File: config.mk
export PLATFORM = sky130hd
export DESIGN_NAME = tdc_core
export DESIGN_NICKNAME = d
export VERILOG_FILES = /design/src/include/tdc_pkg.sv /design/src/core/tdc_core.sv
export SDC_FILE = /design/constraint.sdc
export NUM_CORES = 1
export LEC_CHECK = 0
export ABC_AREA = 1
export BUFFER_PORTS_ARGS = -buffer_cell sky130_fd_sc_hd__clkbuf_2
export CORE_MARGIN = 2
export CORE_UTILIZATION = 64
export CTS_BUF_LIST = sky130_fd_sc_hd__clkbuf_4 sky130_fd_sc_hd__clkbuf_8
export CTS_CLUSTER_DIAMETER = 120
export DETAILED_ROUTE_END_ITERATION = 16
export HOLD_SLACK_MARGIN = 0.05
export PLACE_DENSITY_LB_ADDON = 0.08
export SETUP_SLACK_MARGIN = 0.1
export SLEW_MARGIN = 0
export SYNTH_ARGS = -nofsm -noshare
export SYNTH_HDL_FRONTEND = slang
export SYNTH_SLANG_ARGS = --single-unit
File: constraint.sdc
create_clock -name CLK -period 8.1 [get_ports CLK]
set_clock_uncertainty 0.2 [all_clocks]
set_input_delay 0.405 -clock CLK [delete_from_list [all_inputs] [get_ports CLK]]
set_output_delay 0.405 -clock CLK [all_outputs]
set_load 0.02 [all_outputs]
File: src/include/tdc_pkg.sv
// Package for the tap detection configuration and status block
package tdc_pkg;

	// Register addresses
	localparam logic [7:0] TDC_ADDR_CONFIG = 8'h21;
	localparam logic [7:0] TDC_ADDR_SOURCE = 8'h22;
	localparam logic [7:0] TDC_ADDR_THR_X = 8'h23;
	localparam logic [7:0] TDC_ADDR_THR_Y = 8'h24;
	localparam logic [7:0] TDC_ADDR_THR_Z = 8'h25;

	// Reset values
	localparam logic [7:0] TDC_CONFIG_RST = 8'h00;
	localparam logic [6:0] TDC_THR_RST = 7'h00;
	localparam logic [7:0] TDC_SOURCE_RST = 8'h00;
	localparam logic [7:0] TDC_COUNT_RST = 8'h00;

	// Threshold scale: 7-bit field, LSB in ug, fixed full range in mg
	localparam int TDC_THR_LSB_UG = 63000;
	localparam int TDC_THR_RANGE_MG = 8000;
	// Reachable ceiling with low noise active, in mg, and as a code
	localparam int TDC_LOW_NOISE_MAX_MG = 4000;
	localparam logic [6:0] TDC_LOW_NOISE_MAX_CODE =
		7'((TDC_LOW_NOISE_MAX_MG * 1000) / TDC_THR_LSB_UG);

	// Source register field positions
	localparam int TDC_SRC_EA_BIT = 7;
	localparam int TDC_SRC_TYPE_BIT = 3;

	// Configuration register layout
	typedef struct packed {
		logic double_tap_abort_select;
		logic flag_latch_on;
		logic z_double_tap_enable;
		logic z_single_tap_enable;
		logic y_double_tap_enable;
		logic y_single_tap_enable;
		logic x_double_tap_enable;
		logic x_single_tap_enable;
	} tdc_config_t;

	// Source register layout; axis vectors are {z, y, x}
	typedef struct packed {
		logic tap_event_active;
		logic [2:0] tap_flag;
		logic double_tap_type;
		logic [2:0] tap_sign;
	} tdc_source_t;

	// Detected tap event handed to the source register
	typedef struct packed {
		logic valid;
		logic dbl;
		logic [2:0] axes;
		logic [2:0] sign;
	} tdc_event_t;

	// Detector states
	typedef enum logic [4:0] {
		TDC_IDLE = 5'b00001,
		TDC_FIRST = 5'b00010,
		TDC_LATENCY = 5'b00100,
		TDC_WINDOW = 5'b01000,
		TDC_SECOND = 5'b10000
	} tdc_state_t;

endpackage

File: src/core/tdc_core.sv
// Tap detector with configuration, threshold and source registers
//
// Function
// [RULE_01] Config register: abort, latch, six tap enables
// [RULE_02] Abort clear: latency taps do not stop detection
// [RULE_03] Abort set: tap inside latency suspends double
// [RULE_04] Latch on holds flags until source read
// [RULE_05] Report only enabled axis and tap type
// [RULE_06] Read-only source: active, axes, type, signs
// [RULE_07] Event active set when enabled event occurs
// [RULE_08] Axis flag set when tap on that axis
// [RULE_09] Type bit: zero single, one double
// [RULE_10] Sign bit: zero positive, one negative
// [RULE_11] Latched active freezes axes, type, signs
// [RULE_12] Source read clears all bits and request
// [RULE_13] Three 7-bit threshold registers, bit 7 zero
// [RULE_14] Threshold at 63 mg per LSB, 8g range
// [RULE_15] Low noise caps reachable threshold at 4g
// [RULE_16] Detection starts when axis exceeds threshold
// [RULE_17] Host programs thresholds from 1 to 127
// [RULE_18] Threshold fields reset to zero
// [RULE_19] Tap valid only if below within limit
// [RULE_20] Taps ignored during latency after first
// [RULE_21] Without latch, each new event updates source
`timescale 1ns/1ns
module tdc_core
	import tdc_pkg::*;
(
	input wire logic CLK,
	input wire logic SYS_RST,
	input wire logic [7:0] REG_ADDR,
	input wire logic REG_WR,
	input wire logic REG_RD,
	input wire logic [7:0] REG_WDATA,
	output logic [7:0] REG_RDATA,
	input wire logic SAMPLE_VALID,
	input wire logic signed [7:0] ACC_X,
	input wire logic signed [7:0] ACC_Y,
	input wire logic signed [7:0] ACC_Z,
	input wire logic LOW_NOISE,
	input wire logic [7:0] TIME_LIMIT,
	input wire logic [7:0] LATENCY,
	input wire logic [7:0] WINDOW,
	output logic TAP_IRQ
);

	// Magnitude of a signed sample, 128 fits in eight bits
	function automatic logic [7:0] mag8(input logic signed [7:0] v);
		logic [7:0] r;
		r = v[7] ? 8'(-v) : 8'(v);
		return r;
	endfunction

	// Threshold in force, capped when low noise is active
	function automatic logic [6:0] thr_cap(input logic [6:0] t,
		input logic ln);
		logic [6:0] r;
		r = (ln && t > TDC_LOW_NOISE_MAX_CODE) ? TDC_LOW_NOISE_MAX_CODE : t;
		return r;
	endfunction

	// Threshold readback, bit 7 always reads zero
	function automatic logic [7:0] thr_rd(input logic [6:0] t);
		logic [7:0] r;
		r = {1'b0, t};
		return r;
	endfunction

	tdc_config_t cfg_q;
	logic [6:0] thr_x_q;
	logic [6:0] thr_y_q;
	logic [6:0] thr_z_q;
	tdc_source_t src_q;
	tdc_source_t src_d;
	logic [7:0] rdata_q;
	tdc_state_t state_q;
	tdc_state_t state_d;
	logic [7:0] cnt_q;
	logic [7:0] cnt_d;
	logic [2:0] axes_q;
	logic [2:0] axes_d;
	logic [2:0] sign_q;
	logic [2:0] sign_d;
	logic lat_seen_q;
	logic lat_seen_d;
	logic abort_q;
	logic abort_d;
	tdc_event_t ev;

	// Register decode
	wire wr_cfg = REG_WR && (REG_ADDR == TDC_ADDR_CONFIG);
	wire wr_thx = REG_WR && (REG_ADDR == TDC_ADDR_THR_X);
	wire wr_thy = REG_WR && (REG_ADDR == TDC_ADDR_THR_Y);
	wire wr_thz = REG_WR && (REG_ADDR == TDC_ADDR_THR_Z);
	wire rd_src = REG_RD && (REG_ADDR == TDC_ADDR_SOURCE);

	// Per-axis comparison, vectors are {z, y, x}
	// [RULE_14] Fixed scale compare
	wire [6:0] thr_eff_x = thr_cap(thr_x_q, LOW_NOISE);
	// [RULE_15] Low noise cap
	wire [6:0] thr_eff_y = thr_cap(thr_y_q, LOW_NOISE);
	wire [6:0] thr_eff_z = thr_cap(thr_z_q, LOW_NOISE);
	// [RULE_16] Exceed starts detection
	wire [2:0] above = {mag8(ACC_Z) > {1'b0, thr_eff_z},
		mag8(ACC_Y) > {1'b0, thr_eff_y},
		mag8(ACC_X) > {1'b0, thr_eff_x}};
	wire [2:0] neg = {ACC_Z[7], ACC_Y[7], ACC_X[7]};
	wire [2:0] single_en = {cfg_q.z_single_tap_enable,
		cfg_q.y_single_tap_enable, cfg_q.x_single_tap_enable};
	wire [2:0] double_en = {cfg_q.z_double_tap_enable,
		cfg_q.y_double_tap_enable, cfg_q.x_double_tap_enable};
	wire any_above = |above;
	wire tap_ended = ~|(above & axes_q);
	wire [7:0] cnt_inc = 8'(cnt_q + 8'h01);

	// Read data mux
	wire [7:0] cfg_rd = cfg_q;
	wire [7:0] src_rd = src_q;
	wire [7:0] rd_mux =
		(REG_ADDR == TDC_ADDR_CONFIG) ? cfg_rd :
		(REG_ADDR == TDC_ADDR_SOURCE) ? src_rd :
		(REG_ADDR == TDC_ADDR_THR_X) ? thr_rd(thr_x_q) :
		(REG_ADDR == TDC_ADDR_THR_Y) ? thr_rd(thr_y_q) :
		(REG_ADDR == TDC_ADDR_THR_Z) ? thr_rd(thr_z_q) : 8'h00;

	// Detector sequence
	always_comb begin
		state_d = state_q;
		cnt_d = cnt_q;
		axes_d = axes_q;
		sign_d = sign_q;
		lat_seen_d = lat_seen_q;
		abort_d = abort_q;
		ev = '0;
		if (SAMPLE_VALID) begin
			case (state_q)
				TDC_IDLE: begin
					if (any_above) begin
						state_d = TDC_FIRST;
						cnt_d = TDC_COUNT_RST;
						axes_d = above;
						sign_d = neg;
					end
				end
				TDC_FIRST: begin
					// [RULE_19] Below within limit
					if (tap_ended) begin
						ev.valid = 1'b1;
						ev.dbl = 1'b0;
						ev.axes = axes_q & single_en;
						ev.sign = sign_q;
						state_d = TDC_LATENCY;
						cnt_d = TDC_COUNT_RST;
						lat_seen_d = 1'b0;
						abort_d = 1'b0;
					end else if (cnt_q >= TIME_LIMIT) begin
						state_d = TDC_IDLE;
					end else begin
						cnt_d = cnt_inc;
					end
				end
				TDC_LATENCY: begin
					// [RULE_20] Taps ignored here
					if (any_above) begin
						lat_seen_d = 1'b1;
					end
					// [RULE_03] Tap ends inside latency
					if (cfg_q.double_tap_abort_select && lat_seen_q
						&& !any_above) begin
						abort_d = 1'b1;
					end
					if (cnt_q >= LATENCY) begin
						// [RULE_02] No abort keeps going
						if (abort_d || ~|(axes_q & double_en)) begin
							state_d = TDC_IDLE;
						end else begin
							state_d = TDC_WINDOW;
						end
						cnt_d = TDC_COUNT_RST;
					end else begin
						cnt_d = cnt_inc;
					end
				end
				TDC_WINDOW: begin
					if (|(above & axes_q)) begin
						state_d = TDC_SECOND;
						cnt_d = TDC_COUNT_RST;
						sign_d = neg;
					end else if (cnt_q >= WINDOW) begin
						state_d = TDC_IDLE;
					end else begin
						cnt_d = cnt_inc;
					end
				end
				TDC_SECOND: begin
					// [RULE_19] Second tap time limit
					if (tap_ended) begin
						ev.valid = 1'b1;
						ev.dbl = 1'b1;
						ev.axes = axes_q & double_en;
						ev.sign = sign_q;
						state_d = TDC_IDLE;
					end else if (cnt_q >= TIME_LIMIT) begin
						state_d = TDC_IDLE;
					end else begin
						cnt_d = cnt_inc;
					end
				end
				default: begin
					state_d = TDC_IDLE;
				end
			endcase
		end
	end

	// Source register update
	// [RULE_05] Enabled events only
	wire ev_seen = ev.valid && (|ev.axes);
	// [RULE_11] Latched event freezes fields
	wire frozen = cfg_q.flag_latch_on && src_q.tap_event_active;
	always_comb begin
		src_d = src_q;
		// [RULE_12] Read clears all
		if (rd_src) begin
			src_d = TDC_SOURCE_RST;
		end
		// [RULE_04] Latch holds until read
		// [RULE_21] Unlatched updates per event
		if (ev_seen && (rd_src || !frozen)) begin
			// [RULE_07] Event active
			src_d.tap_event_active = 1'b1;
			// [RULE_08] Axis flags
			src_d.tap_flag = ev.axes;
			// [RULE_09] Tap type
			src_d.double_tap_type = ev.dbl;
			// [RULE_10] Axis signs
			src_d.tap_sign = ev.sign & ev.axes;
		end
	end

	always_ff @(posedge CLK) begin
		if (SYS_RST) begin
			state_q <= TDC_IDLE;
			cnt_q <= TDC_COUNT_RST;
			axes_q <= 3'h0;
			sign_q <= 3'h0;
			lat_seen_q <= 1'b0;
			abort_q <= 1'b0;
		end else begin
			state_q <= state_d;
			cnt_q <= cnt_d;
			axes_q <= axes_d;
			sign_q <= sign_d;
			lat_seen_q <= lat_seen_d;
			abort_q <= abort_d;
		end
	end

	// Configuration and threshold registers
	always_ff @(posedge CLK) begin
		if (SYS_RST) begin
			cfg_q <= TDC_CONFIG_RST;
			// [RULE_18] Thresholds reset
			thr_x_q <= TDC_THR_RST;
			thr_y_q <= TDC_THR_RST;
			thr_z_q <= TDC_THR_RST;
		end else begin
			// [RULE_01] Config write
			if (wr_cfg) begin
				cfg_q <= tdc_config_t'(REG_WDATA);
			end
			// [RULE_13] Threshold writes
			if (wr_thx) begin
				thr_x_q <= REG_WDATA[6:0];
			end
			if (wr_thy) begin
				thr_y_q <= REG_WDATA[6:0];
			end
			if (wr_thz) begin
				thr_z_q <= REG_WDATA[6:0];
			end
		end
	end

	// Status and read data
	always_ff @(posedge CLK) begin
		if (SYS_RST) begin
			src_q <= TDC_SOURCE_RST;
			rdata_q <= 8'h00;
		end else begin
			// [RULE_06] Read-only source
			src_q <= src_d;
			if (REG_RD) begin
				rdata_q <= rd_mux;
			end
		end
	end

	assign REG_RDATA = rdata_q;
	// [RULE_12] Request follows event active
	assign TAP_IRQ = src_q.tap_event_active;

endmodule

==> reports/results.txt, run 1 <==
status: completed
sequential area share after synthesis: 0.250
P&R area growth vs syn: 12.3%
Fin Setup TNS: 0 ns
CTS tree: built
Slew @ Worst Pin: 0.941 ns
final hold violation count: 0
Synth Area per Inst: 6.37 um2
Hold Buf Count CTS: 0
setup violators final: 0
Max FO, Critical Path: 7
area of the multi-input gates: 3270 um2
clock slew seen by the registers of the worst setup and hold paths: 0.08 ns
Distinct cells, synth: 42
vias post-DR: 5711
Primary FF master, synth: dfxtp_1
pin count of the biggest net entering global routing: 39
min Tclk post-route: 3.01 ns
total global routing overflow: 0
cell family with most CP delay: simple AND/OR/NAND/NOR gates
drt total wl: 14500 um
initial antenna violation count: 0
GRT Util Overall: 0.333
Slowest Stage Delay on Critical Path: 0.27 ns
Rel. slew slack: 0.367
# diodes: 0
Post-Syn Instances: 829
Clock Latency Late Sink: 0.36 ns
fillcell total: 710
WP buf/inv: 3
nets@finish: 1018
Worst IR Drop VDD: 99.9 uV
crit-path cells: clkbuf_2 -> inv_1 -> ha_1 -> nand3_1 -> o31ai_1 -> xor2_1 -> ha_1 -> a21oi_1 -> o21a_1 -> nand2_1 -> nand2_1 -> nand2_1 -> nand2_1 -> nand2_1 -> nor2_4 -> nand2_2 -> o21ai_1 -> inv_2 -> nand2_1 -> a21oi_1
vias in the first global route: 5329
Root Buffer: clkbuf_8
number of I/O pins: 79
Starting DRT DRC Count: 310
Final Power: 0.769 mW
Power Density: 130 nW/um2
final hold slack: 0.143 ns
Worst Path Required: 8.10 ns
Slew Limit Fails: 0
DR pass1 iterations: 5
setup repair bufs after CTS: 0
startpoint types: primary input
Warnings, synthesis: 0
critical path class: in -> reg
Avg WL per Cell: 14.4 um
Reg area: 1320 um2
buffers added on ports: 78
number of synthesized register bits: 66
Final HPWL DP: 11400 um
Clock Tree Buf Depth: 2
CP Capture Type: flop
DRT antenna net count: 0
Resized cells post-CTS: 0
number of remaining DRC errors: 0
first-pass GRT wire length: 23700 um
Post-synth EDFFs: 0
Leak: 2.94 nW
RSZ-0062 raised after global routing: no
CTS buffer count: 9
die area: 9000 um2
share of cells above drive strength 1: 0.135
die height: 94.9 um
Max Cap Viol: 0
Die Wd: 94.9 um
core outline area: 8090 um2
Max H-tree Level: 3
Starting Density: 0.653
Worst Path Arrival: 3.01 ns
FFs w/ async S/R, synth: 0
Tcrit/Tclk final: 0.372
routability congestion estimate: 0.932
post-synth net total: 948
Max Fclk: 0.332 GHz
DR vias/cell: 5.66
Sink Count: 66
most used cell, CP: nand2_1
Post-Syn Area: 5280 um2
worst hold path type: in -> reg
CP max stage cell: ha_1
Rows: 33
[per-stage QoR]
step                      cell area (um2)  utilization  cells  worst slack [ns]
after floorplan                      5280            -    829              5.19
after global placement               5730        0.708    993              4.86
after detailed placement             5730        0.708    993              4.74
after CTS                            5930        0.733   1009              5.09
after global routing                 5930        0.733   1009              4.77
final                                5930        0.733   1009              5.09
[synth_stat cells (2+ instances only)]
| library cell | count | area, um2 |
|---|---|---|
| nand2_1 | 196 | 736 |
| inv_1 | 156 | 586 |
| a21oi_1 | 82 | 410 |
| dfxtp_1 | 66 | 1320 |
| o21ai_0 | 54 | 270 |
| ha_1 | 49 | 613 |
| nor2_1 | 47 | 176 |
| nand3_1 | 34 | 170 |
| nand4_1 | 32 | 200 |
| xor2_1 | 17 | 149 |
| clkbuf_1 | 14 | 52.6 |
| nor3_1 | 10 | 50.1 |
| nand2_2 | 7 | 43.8 |
| o2111ai_1 | 7 | 61.3 |
| o211ai_1 | 7 | 52.6 |
| a22oi_1 | 6 | 45.0 |
| inv_2 | 5 | 18.8 |
| nand3_2 | 4 | 40.0 |
| buf_2 | 3 | 15.0 |
| nor2_4 | 3 | 33.8 |
| nor4_1 | 3 | 18.8 |
| a31oi_1 | 2 | 12.5 |
| and3_1 | 2 | 12.5 |
| buf_1 | 2 | 7.51 |
| o21a_1 | 2 | 15.0 |
| o21ai_1 | 2 | 10.0 |
| xnor2_1 | 2 | 17.5 |
[per-layer routing]
metal  track usage  up-vias  wire length (um)
li1              -     2857                 -
met1         0.412     2591              6060
met2         0.584      228              7090
met3        0.0455       35              1000
met4         0.128        0               377
met5             0        -                 0
[layout make-up]
type                    instances  area share
clock buffers                   9      0.0209
multi-input cells             581       0.552
flip-flops and latches         66       0.223
inverters                     162       0.103
repair buffers                 79      0.0671
clock inverters                 7      0.0131
well taps                     105      0.0221
[cell families (layout without fill, tap and decap cells)]
group	Yosys count	count (layout)	synth area share
compound gates	167	167	0.175
xor+xnor	19	19	0.0315
fa+ha+maj	49	49	0.116
buf+inv	182	257	0.131
flops	66	66	0.250
simple gates	346	346	0.297
[state kept, by name, summed over array words and instances (netlist names)]
name / flops
lat_seen_q: 1
cfg_q: 8
cnt_q: 8
src_q: 7
REG_RDATA: 8
TAP_IRQ: 1
state_q: 5
thr_y_q: 7
abort_q: 1
sign_q: 3
axes_q: 3
thr_x_q: 7
thr_z_q: 7
[where the power goes]
group	total [mW]	switching, mW	internal, mW
sequential	0.335	0.00575	0.329
combinational	0.149	0.0960	0.0529
clock	0.285	0.141	0.144
total	0.769	0.243	0.526
[layout by cell type (no fill, tap or decap), drive strengths merged]
| master | instances |
|---|---|
| bufinv | 1 |
| xnor2 | 2 |
| nor2 | 51 |
| a31oi | 2 |
| nor4 | 4 |
| a21oi | 82 |
| clkinv | 5 |
| o211ai | 8 |
| o31ai | 1 |
| clkinvlp | 1 |
| dfxtp | 66 |
| clkbuf | 87 |
| o2111ai | 7 |
| ha | 49 |
| buf | 1 |
| nand2 | 204 |
| o41ai | 1 |
| o21ai | 56 |
| xor2 | 17 |
| a22oi | 6 |
| nand4 | 33 |
| nand3b | 2 |
| o21a | 2 |
| a221oi | 1 |
| and3 | 2 |
| inv | 162 |
| nor3 | 11 |
| nand3 | 39 |
| a21o | 1 |
[final timing paths]
| kind | start | endpoint | slack [ns] | cells after the start |
|---|---|---|---|---|
| worst max-delay path | ACC_X[0] | src_q[3] | 5.09 | 20 |
| worst min-delay path | REG_RD | REG_RDATA[7] | 0.14 | 3 |
| worst max register to register | cnt_q[7] | cnt_q[2] | 5.22 | 11 |
| worst min register to register | abort_q | abort_q | 0.26 | 2 |
[worst min-delay path, delay by kind of cell]
family / cells / cell delay, ns
buffers and inverters: 1 / 0.11
and+or+nand+nor: 1 / 0.08
AOI/OAI and AO/OA: 1 / 0.06
No activity file was read; power rests on OpenSTA's default activity.
==> run 2: changes to the inputs <==
--- a/config.mk
+++ b/config.mk
@@ -8,7 +8,7 @@
 export ABC_AREA = 1
 export BUFFER_PORTS_ARGS = -buffer_cell sky130_fd_sc_hd__clkbuf_2
 export CORE_MARGIN = 2
-export CORE_UTILIZATION = 64
+export CORE_UTILIZATION = 54
 export CTS_BUF_LIST = sky130_fd_sc_hd__clkbuf_4 sky130_fd_sc_hd__clkbuf_8
 export CTS_CLUSTER_DIAMETER = 120
 export DETAILED_ROUTE_END_ITERATION = 16
==> constraint.sdc (replaced) <==
create_clock -name CLK -period 2.75 [get_ports CLK]
set_clock_uncertainty 0.2 [all_clocks]
set_input_delay 0.1375 -clock CLK [delete_from_list [all_inputs] [get_ports CLK]]
set_output_delay 0.1375 -clock CLK [all_outputs]
set_load 0.02 [all_outputs]
==> reports/results.txt, run 2 (synthesis gave the netlist of run 1 again) <==
Starting Density: 0.548 (-0.105)
Leak: 3.36 nW (+14%)
Cells after DPL: 1059 (+6.6%)
pin count of the biggest net entering global routing: 38 (-2.6%)
vias post-DR: 6038 (+5.7%)
CTS buffer count: 9 (unchanged)
DR vias/cell: 5.43 (-4.0%)
buffers added on ports: 78 (unchanged)
number of remaining DRC errors: 0 (unchanged)
P&R area growth vs syn: 31.4%
Worst Path Arrival: 2.72 ns (-0.29 ns)
commonest non-fill, non-tap cell in the layout: nand2_1
Avg WL per Cell: 14.3 um (-0.86%)
Worst IR Drop VDD: 182 uV (+82%)
Final HPWL DP: 11700 um (+2.7%)
Rel. slew slack: 0.489 (+0.122)
drt total wl: 15900 um (+9.2%)
Slew @ Worst Pin: 0.766 ns (-0.175 ns)
die area: 10600 um2 (+18%)
RR Endpoint: cnt_q[1]
CP Capture Type: flop
number of I/O pins: 79 (unchanged)
routability congestion estimate: 0.956 (+2.6%)
hold path depth: 4 (+1)
Clock Latency Late Sink: 0.35 ns (about the same)
min Tclk post-route: 2.71 ns
GRT Util Overall: 0.289 (-0.0434)
Power Density: 337 nW/um2 (+160%)
total global routing overflow: 0 (unchanged)
startpoint types: flop
Rows: 36 (+9.1%)
clock slew seen by the registers of the worst setup and hold paths: 0.07 ns (about the same)
Hold Crit Endpoint: sign_q[1]
R2R Path Start: thr_y_q[6]
Max H-tree Level: 3 (unchanged)
Starting DRT DRC Count: 319 (+2.9%)
Final Power: 2.34 mW (+200%)
Die Wd: 103 um (+8.5%)
vias in the first global route: 5446 (+2.2%)
final hold violation count: 0 (unchanged)
Slew Limit Fails: 0 (unchanged)
Max FO, Critical Path: 6 (-1)
commonest cells after routing, fill and taps aside: nand2_1 (176), inv_1 (145), clkbuf_2 (77)
first-pass GRT wire length: 24400 um (+2.9%)
Fin Setup TNS: 0 ns (unchanged)
Sink Count: 66 (unchanged)
Max Cap Viol: 0 (unchanged)
setup violators final: 0 (unchanged)
share of cells above drive strength 1: 0.243 (+0.108)
Reg2Reg Depth: 22 (+11)
worst hold path type: in -> reg
DR pass1 iterations: 5 (unchanged)
Util after Layout: 0.720 (-0.0127)
DRT antenna net count: 0 (unchanged)
status: completed
initial antenna violation count: 0 (unchanged)
Max Fclk: 0.369 GHz
CTS tree: built
Tcrit/Tclk final: 0.984
nets@finish: 1092 (+7.3%)
Hold Startpoint: ACC_Y[7]
Layout Cells excl Fill: 1111 (+10%)
die height: 103 um (+8.5%)
# diodes: 0 (unchanged)
core outline area: 9640 um2 (+19%)
critical path class: reg -> reg
Clock Tree Buf Depth: 2 (unchanged)
Worst Path Required: 2.76 ns (-5.34 ns)
reg-to-reg setup timing slack: 0.04 ns (-5.18 ns)
Root Buffer: clkbuf_8
[run 2: power breakdown]
| part | switching [mW] | leakage (nW) | total [mW] | internal (mW) |
|---|---|---|---|---|
| Sequential | 0.0173 | 0.535 | 0.986 | 0.969 |
| Clock | 0.397 | 0.0779 | 0.733 | 0.336 |
| Combinational | 0.356 | 2.75 | 0.622 | 0.266 |
[run 2: what timing repair did]
item,in CTS,in global routing
buffers inserted,1,13
gates resized for setup,1,101
endpoints found under the hold margin,39,0
hold buffers,22,0
endpoints found under the setup margin,8,29
pin swaps,1,30
[run 2: worst max-delay path by stage]
stage               start       end  slack (ns)  cells after the start
4_1_cts          ACC_X[1]  src_q[0]        0.11                     20
2_1_floorplan    ACC_X[0]  src_q[1]        0.11                     19
6_report       thr_y_q[6]  cnt_q[1]        0.04                     22
3_5_place_dp     ACC_X[1]  src_q[0]       -0.28                     20
5_1_grt        thr_y_q[6]  cnt_q[4]       -0.03                     22
3_3_place_gp     ACC_X[1]  src_q[3]       -0.15                     20
[run 2: through the flow]
stage               area, um2  hold WS [ns]  setup WS (ns)
detailed placement       6050         0.247         -0.280
global route             6940         0.100        -0.0315
finish                   6940        0.0777         0.0429
global placement         6050         0.227         -0.145
floorplan                5280        0.0804          0.112
CTS                      6450        0.0520          0.113
[run 2: layout make-up]
class,instances,area [um2]
Timing Repair Buffer,153,1030
Clock inverter,6,43.8
Multi-Input combinational cell,581,3620
Inverter,162,621
Sequential cell,66,1330
Fill cell,804,2700
Tap cell,133,166
Clock buffer,10,131
[run 2: routing by layer]
metal,track usage,wire length (um),vias to the layer above
met5,0,0,-
met4,0.107,582,0
met3,0.0563,1020,51
met2,0.508,7910,229
met1,0.350,6330,2761
li1,-,-,2997
[run 2: worst max-delay path: stages, from the launching register on]
cell,delay [ns]
dfxtp_2,0.34
nand2_2,0.09
clkinv_4,0.10
nor2_2,0.09
ha_1,0.24
nand2_1,0.08
nand2_1,0.07
nand2_1,0.08
nand2_1,0.08
nand2_2,0.07
nand2_2,0.05
nand2_2,0.09
nand2_2,0.09
nand2_4,0.09
nand2_4,0.06
nor2_4,0.12
buf_6,0.15
nand3_4,0.10
nand2_4,0.11
nor2_4,0.04
buf_6,0.13
nand2_2,0.06
a21oi_1,0.05
==> run 3: changes to the inputs <==
--- a/config.mk
+++ b/config.mk
@@ -7,8 +7,11 @@
 export LEC_CHECK = 0
 export ABC_AREA = 1
 export BUFFER_PORTS_ARGS = -buffer_cell sky130_fd_sc_hd__clkbuf_2
+export CELL_PAD_IN_SITES_DETAIL_PLACEMENT = 1
+export CELL_PAD_IN_SITES_GLOBAL_PLACEMENT = 2
+export CORE_ASPECT_RATIO = 1.5
 export CORE_MARGIN = 2
-export CORE_UTILIZATION = 54
+export CORE_UTILIZATION = 29
 export CTS_BUF_LIST = sky130_fd_sc_hd__clkbuf_4 sky130_fd_sc_hd__clkbuf_8
 export CTS_CLUSTER_DIAMETER = 120
 export DETAILED_ROUTE_END_ITERATION = 16
==> reports/results.txt, run 3 (synthesis gave the netlist of run 1 again) <==
nets@finish: 1091 (-0.092%)
pin count of the biggest net entering global routing: 38 (unchanged)
Max H-tree Level: 3 (unchanged)
DR vias/cell: 4.99 (-8.1%)
share of cells above drive strength 1: 0.266 (+0.0228)
Sink Count: 66 (unchanged)
Leak: 3.43 nW (+2.1%)
Slowest Stage Delay on Critical Path: 0.36 ns (+0.02 ns)
# diodes: 0 (unchanged)
CP max stage cell: dfxtp_2
number of I/O pins: 79 (unchanged)
Slew Limit Fails: 0 (unchanged)
drt total wl: 20200 um (+28%)
total global routing overflow: 0 (unchanged)
Hold Startpoint: REG_ADDR[0]
Rel. slew slack: 0.320 (-0.169)
Hold Crit Endpoint: REG_RDATA[7]
Cells after DPL: 1149 (+8.5%)
WP buf/inv: 3 (unchanged)
min Tclk post-route: 2.63 ns (-0.0771 ns)
Worst IR Drop VDD: 174 uV (-4.3%)
setup violators final: 0 (unchanged)
CTS tree: built
vias post-DR: 5961 (-1.3%)
Layout Cells excl Fill: 1194 (+7.5%)
Rows: 60 (+67%)
RR Endpoint: cnt_q[3]
Final Power: 2.70 mW (+15%)
Max FO, Critical Path: 5 (-1)
Starting Density: 0.296 (-0.252)
commonest cells after routing, fill and taps aside: nand2_1 (167), inv_1 (147), clkbuf_2 (78)
Final HPWL DP: 15900 um (+36%)
fillcell total: 2269 (+180%)
CTS buffer count: 9 (unchanged)
startpoint types: flop
GRT Util Overall: 0.206 (-0.0829)
R2R Path Start: thr_y_q[6]
Clock Latency Late Sink: 0.38 ns (+0.03 ns)
final hold violation count: 0 (unchanged)
Slew @ Worst Pin: 1.01 ns (+0.245 ns)
PnR worst setup slack: 0.120 ns (+0.0771 ns)
Max Fclk: 0.380 GHz (+2.9%)
P&R area growth vs syn: 37.9%
Tcrit/Tclk final: 0.956 (-0.0280)
Clock Tree Buf Depth: 2 (unchanged)
Die Wd: 114 um (+11%)
worst hold path type: in -> reg
cell family with most CP delay: simple AND/OR/NAND/NOR gates
buffers added on ports: 78 (unchanged)
DRT antenna net count: 0 (unchanged)
commonest non-fill, non-tap cell in the layout: nand2_1
Max Cap Viol: 0 (unchanged)
status: completed
Avg WL per Cell: 16.9 um (+19%)
critical path class: reg -> reg
pre-CTS setup slack: -0.419 ns (-0.139 ns)
Root Buffer: clkbuf_8
clock slew seen by the registers of the worst setup and hold paths: 0.09 ns (+0.02 ns)
Power Density: 370 nW/um2 (+9.8%)
Worst Path Required: 2.81 ns (+0.05 ns)
first-pass GRT wire length: 31100 um (+27%)
number of remaining DRC errors: 0 (unchanged)
Worst Path Arrival: 2.69 ns (-0.03 ns)
Starting DRT DRC Count: 180 (-44%)
most used cell, CP: nand2_4
routability congestion estimate: 0.837 (-12%)
die height: 169 um (+65%)
initial antenna violation count: 0 (unchanged)
reg-to-reg setup timing slack: 0.12 ns (+0.08 ns)
CP Capture Type: flop
die area: 19300 um2 (+83%)
RSZ-0062 raised after global routing: yes
hold path depth: 6 (+2)
DR pass1 iterations: 4 (-1)
crit-path cells: nand2_4 -> inv_8 -> nor2_4 -> ha_4 -> a21oi_1 -> nand2_1 -> nand2_1 -> nand2_1 -> nand2_2 -> nand2_4 -> nand2_4 -> nand2_4 -> nor2_4 -> buf_12 -> nand3_4 -> nand2_4 -> nor2_4 -> buf_12 -> nand2_2 -> a21oi_1
vias in the first global route: 6292 (+16%)
core outline area: 17900 um2 (+85%)
Reg2Reg Depth: 20 (-9.1%)
-- run 3: cell count changes in the layout (fill, tap and decap cells not counted), sizes merged --
cell	before	now
clkinvlp	4	3
inv	160	162
dlymetal6s4s	2	1
buf	54	52
bufinv	0	2
clkinv	4	2
clkbuf	87	88
-- run 3: worst reg2reg max path, stage by stage (launching register included) --
cell,delay (ns)
dfxtp_2,0.36
nand2_4,0.07
inv_8,0.09
nor2_4,0.04
ha_4,0.24
a21oi_1,0.15
nand2_1,0.09
nand2_1,0.07
nand2_1,0.05
nand2_2,0.12
nand2_4,0.09
nand2_4,0.09
nand2_4,0.06
nor2_4,0.13
buf_12,0.15
nand3_4,0.11
nand2_4,0.11
nor2_4,0.05
buf_12,0.14
nand2_2,0.05
a21oi_1,0.05
-- run 3: final cells by class --
type                            instances  area, um2  area share
Clock inverter                          7        101      0.0139
Tap cell                              217        272      0.0373
Multi-Input combinational cell        581       3760       0.516
Inverter                              162        619      0.0850
Clock buffer                            9        124      0.0170
Timing Repair Buffer                  152       1080       0.149
Sequential cell                        66       1330       0.182
-- run 3: power breakdown --
part / switching [mW] / internal (mW)
clock: 0.474 / 0.518
combinational: 0.397 / 0.323
sequential: 0.0175 / 0.969
total: 0.888 / 1.81
-- run 3: worst max path at each step --
stage / start / to / depth (start not counted)
2_1_floorplan: ACC_X[0] / src_q[1] / 19
3_3_place_gp: ACC_X[0] / state_q[1] / 19
3_5_place_dp: ACC_X[1] / src_q[0] / 20
4_1_cts: ACC_X[1] / src_q[2] / 19
5_1_grt: thr_y_q[6] / cnt_q[5] / 22
6_report: thr_y_q[6] / cnt_q[3] / 20
-- run 3: per-layer routing --
layer  vias to the layer above  wire length, um  track usage
met2                        82            12100        0.433
met4                         0              461       0.0673
met3                        27              364       0.0250
met1                      2862             7300        0.200
met5                         -                0            0
li1                       2990                -            -
-- run 3: per-stage QoR --
step                setup TNS (ns)  hold slack, ns  utilization  instance area (um2)
floorplan                        0          0.0804            -                 5280
global placement             -7.09           0.238        0.348                 6230
detailed placement           -9.82           0.239        0.348                 6230
CTS                              0          0.0585        0.375                 6710
global route                -0.257           0.139        0.408                 7290
finish                           0          0.0860        0.408                 7290
-- run 3: timing repair --
item / 4_1_cts / 5_1_grt
buffers inserted: 0 / 8
resized for setup: 15 / 115
gates cloned: 0 / 1
pin swaps: 12 / 58
hold endpoints to repair: 39 / 0
setup endpoints to repair: 28 / 29
hold buffers: 21 / 0
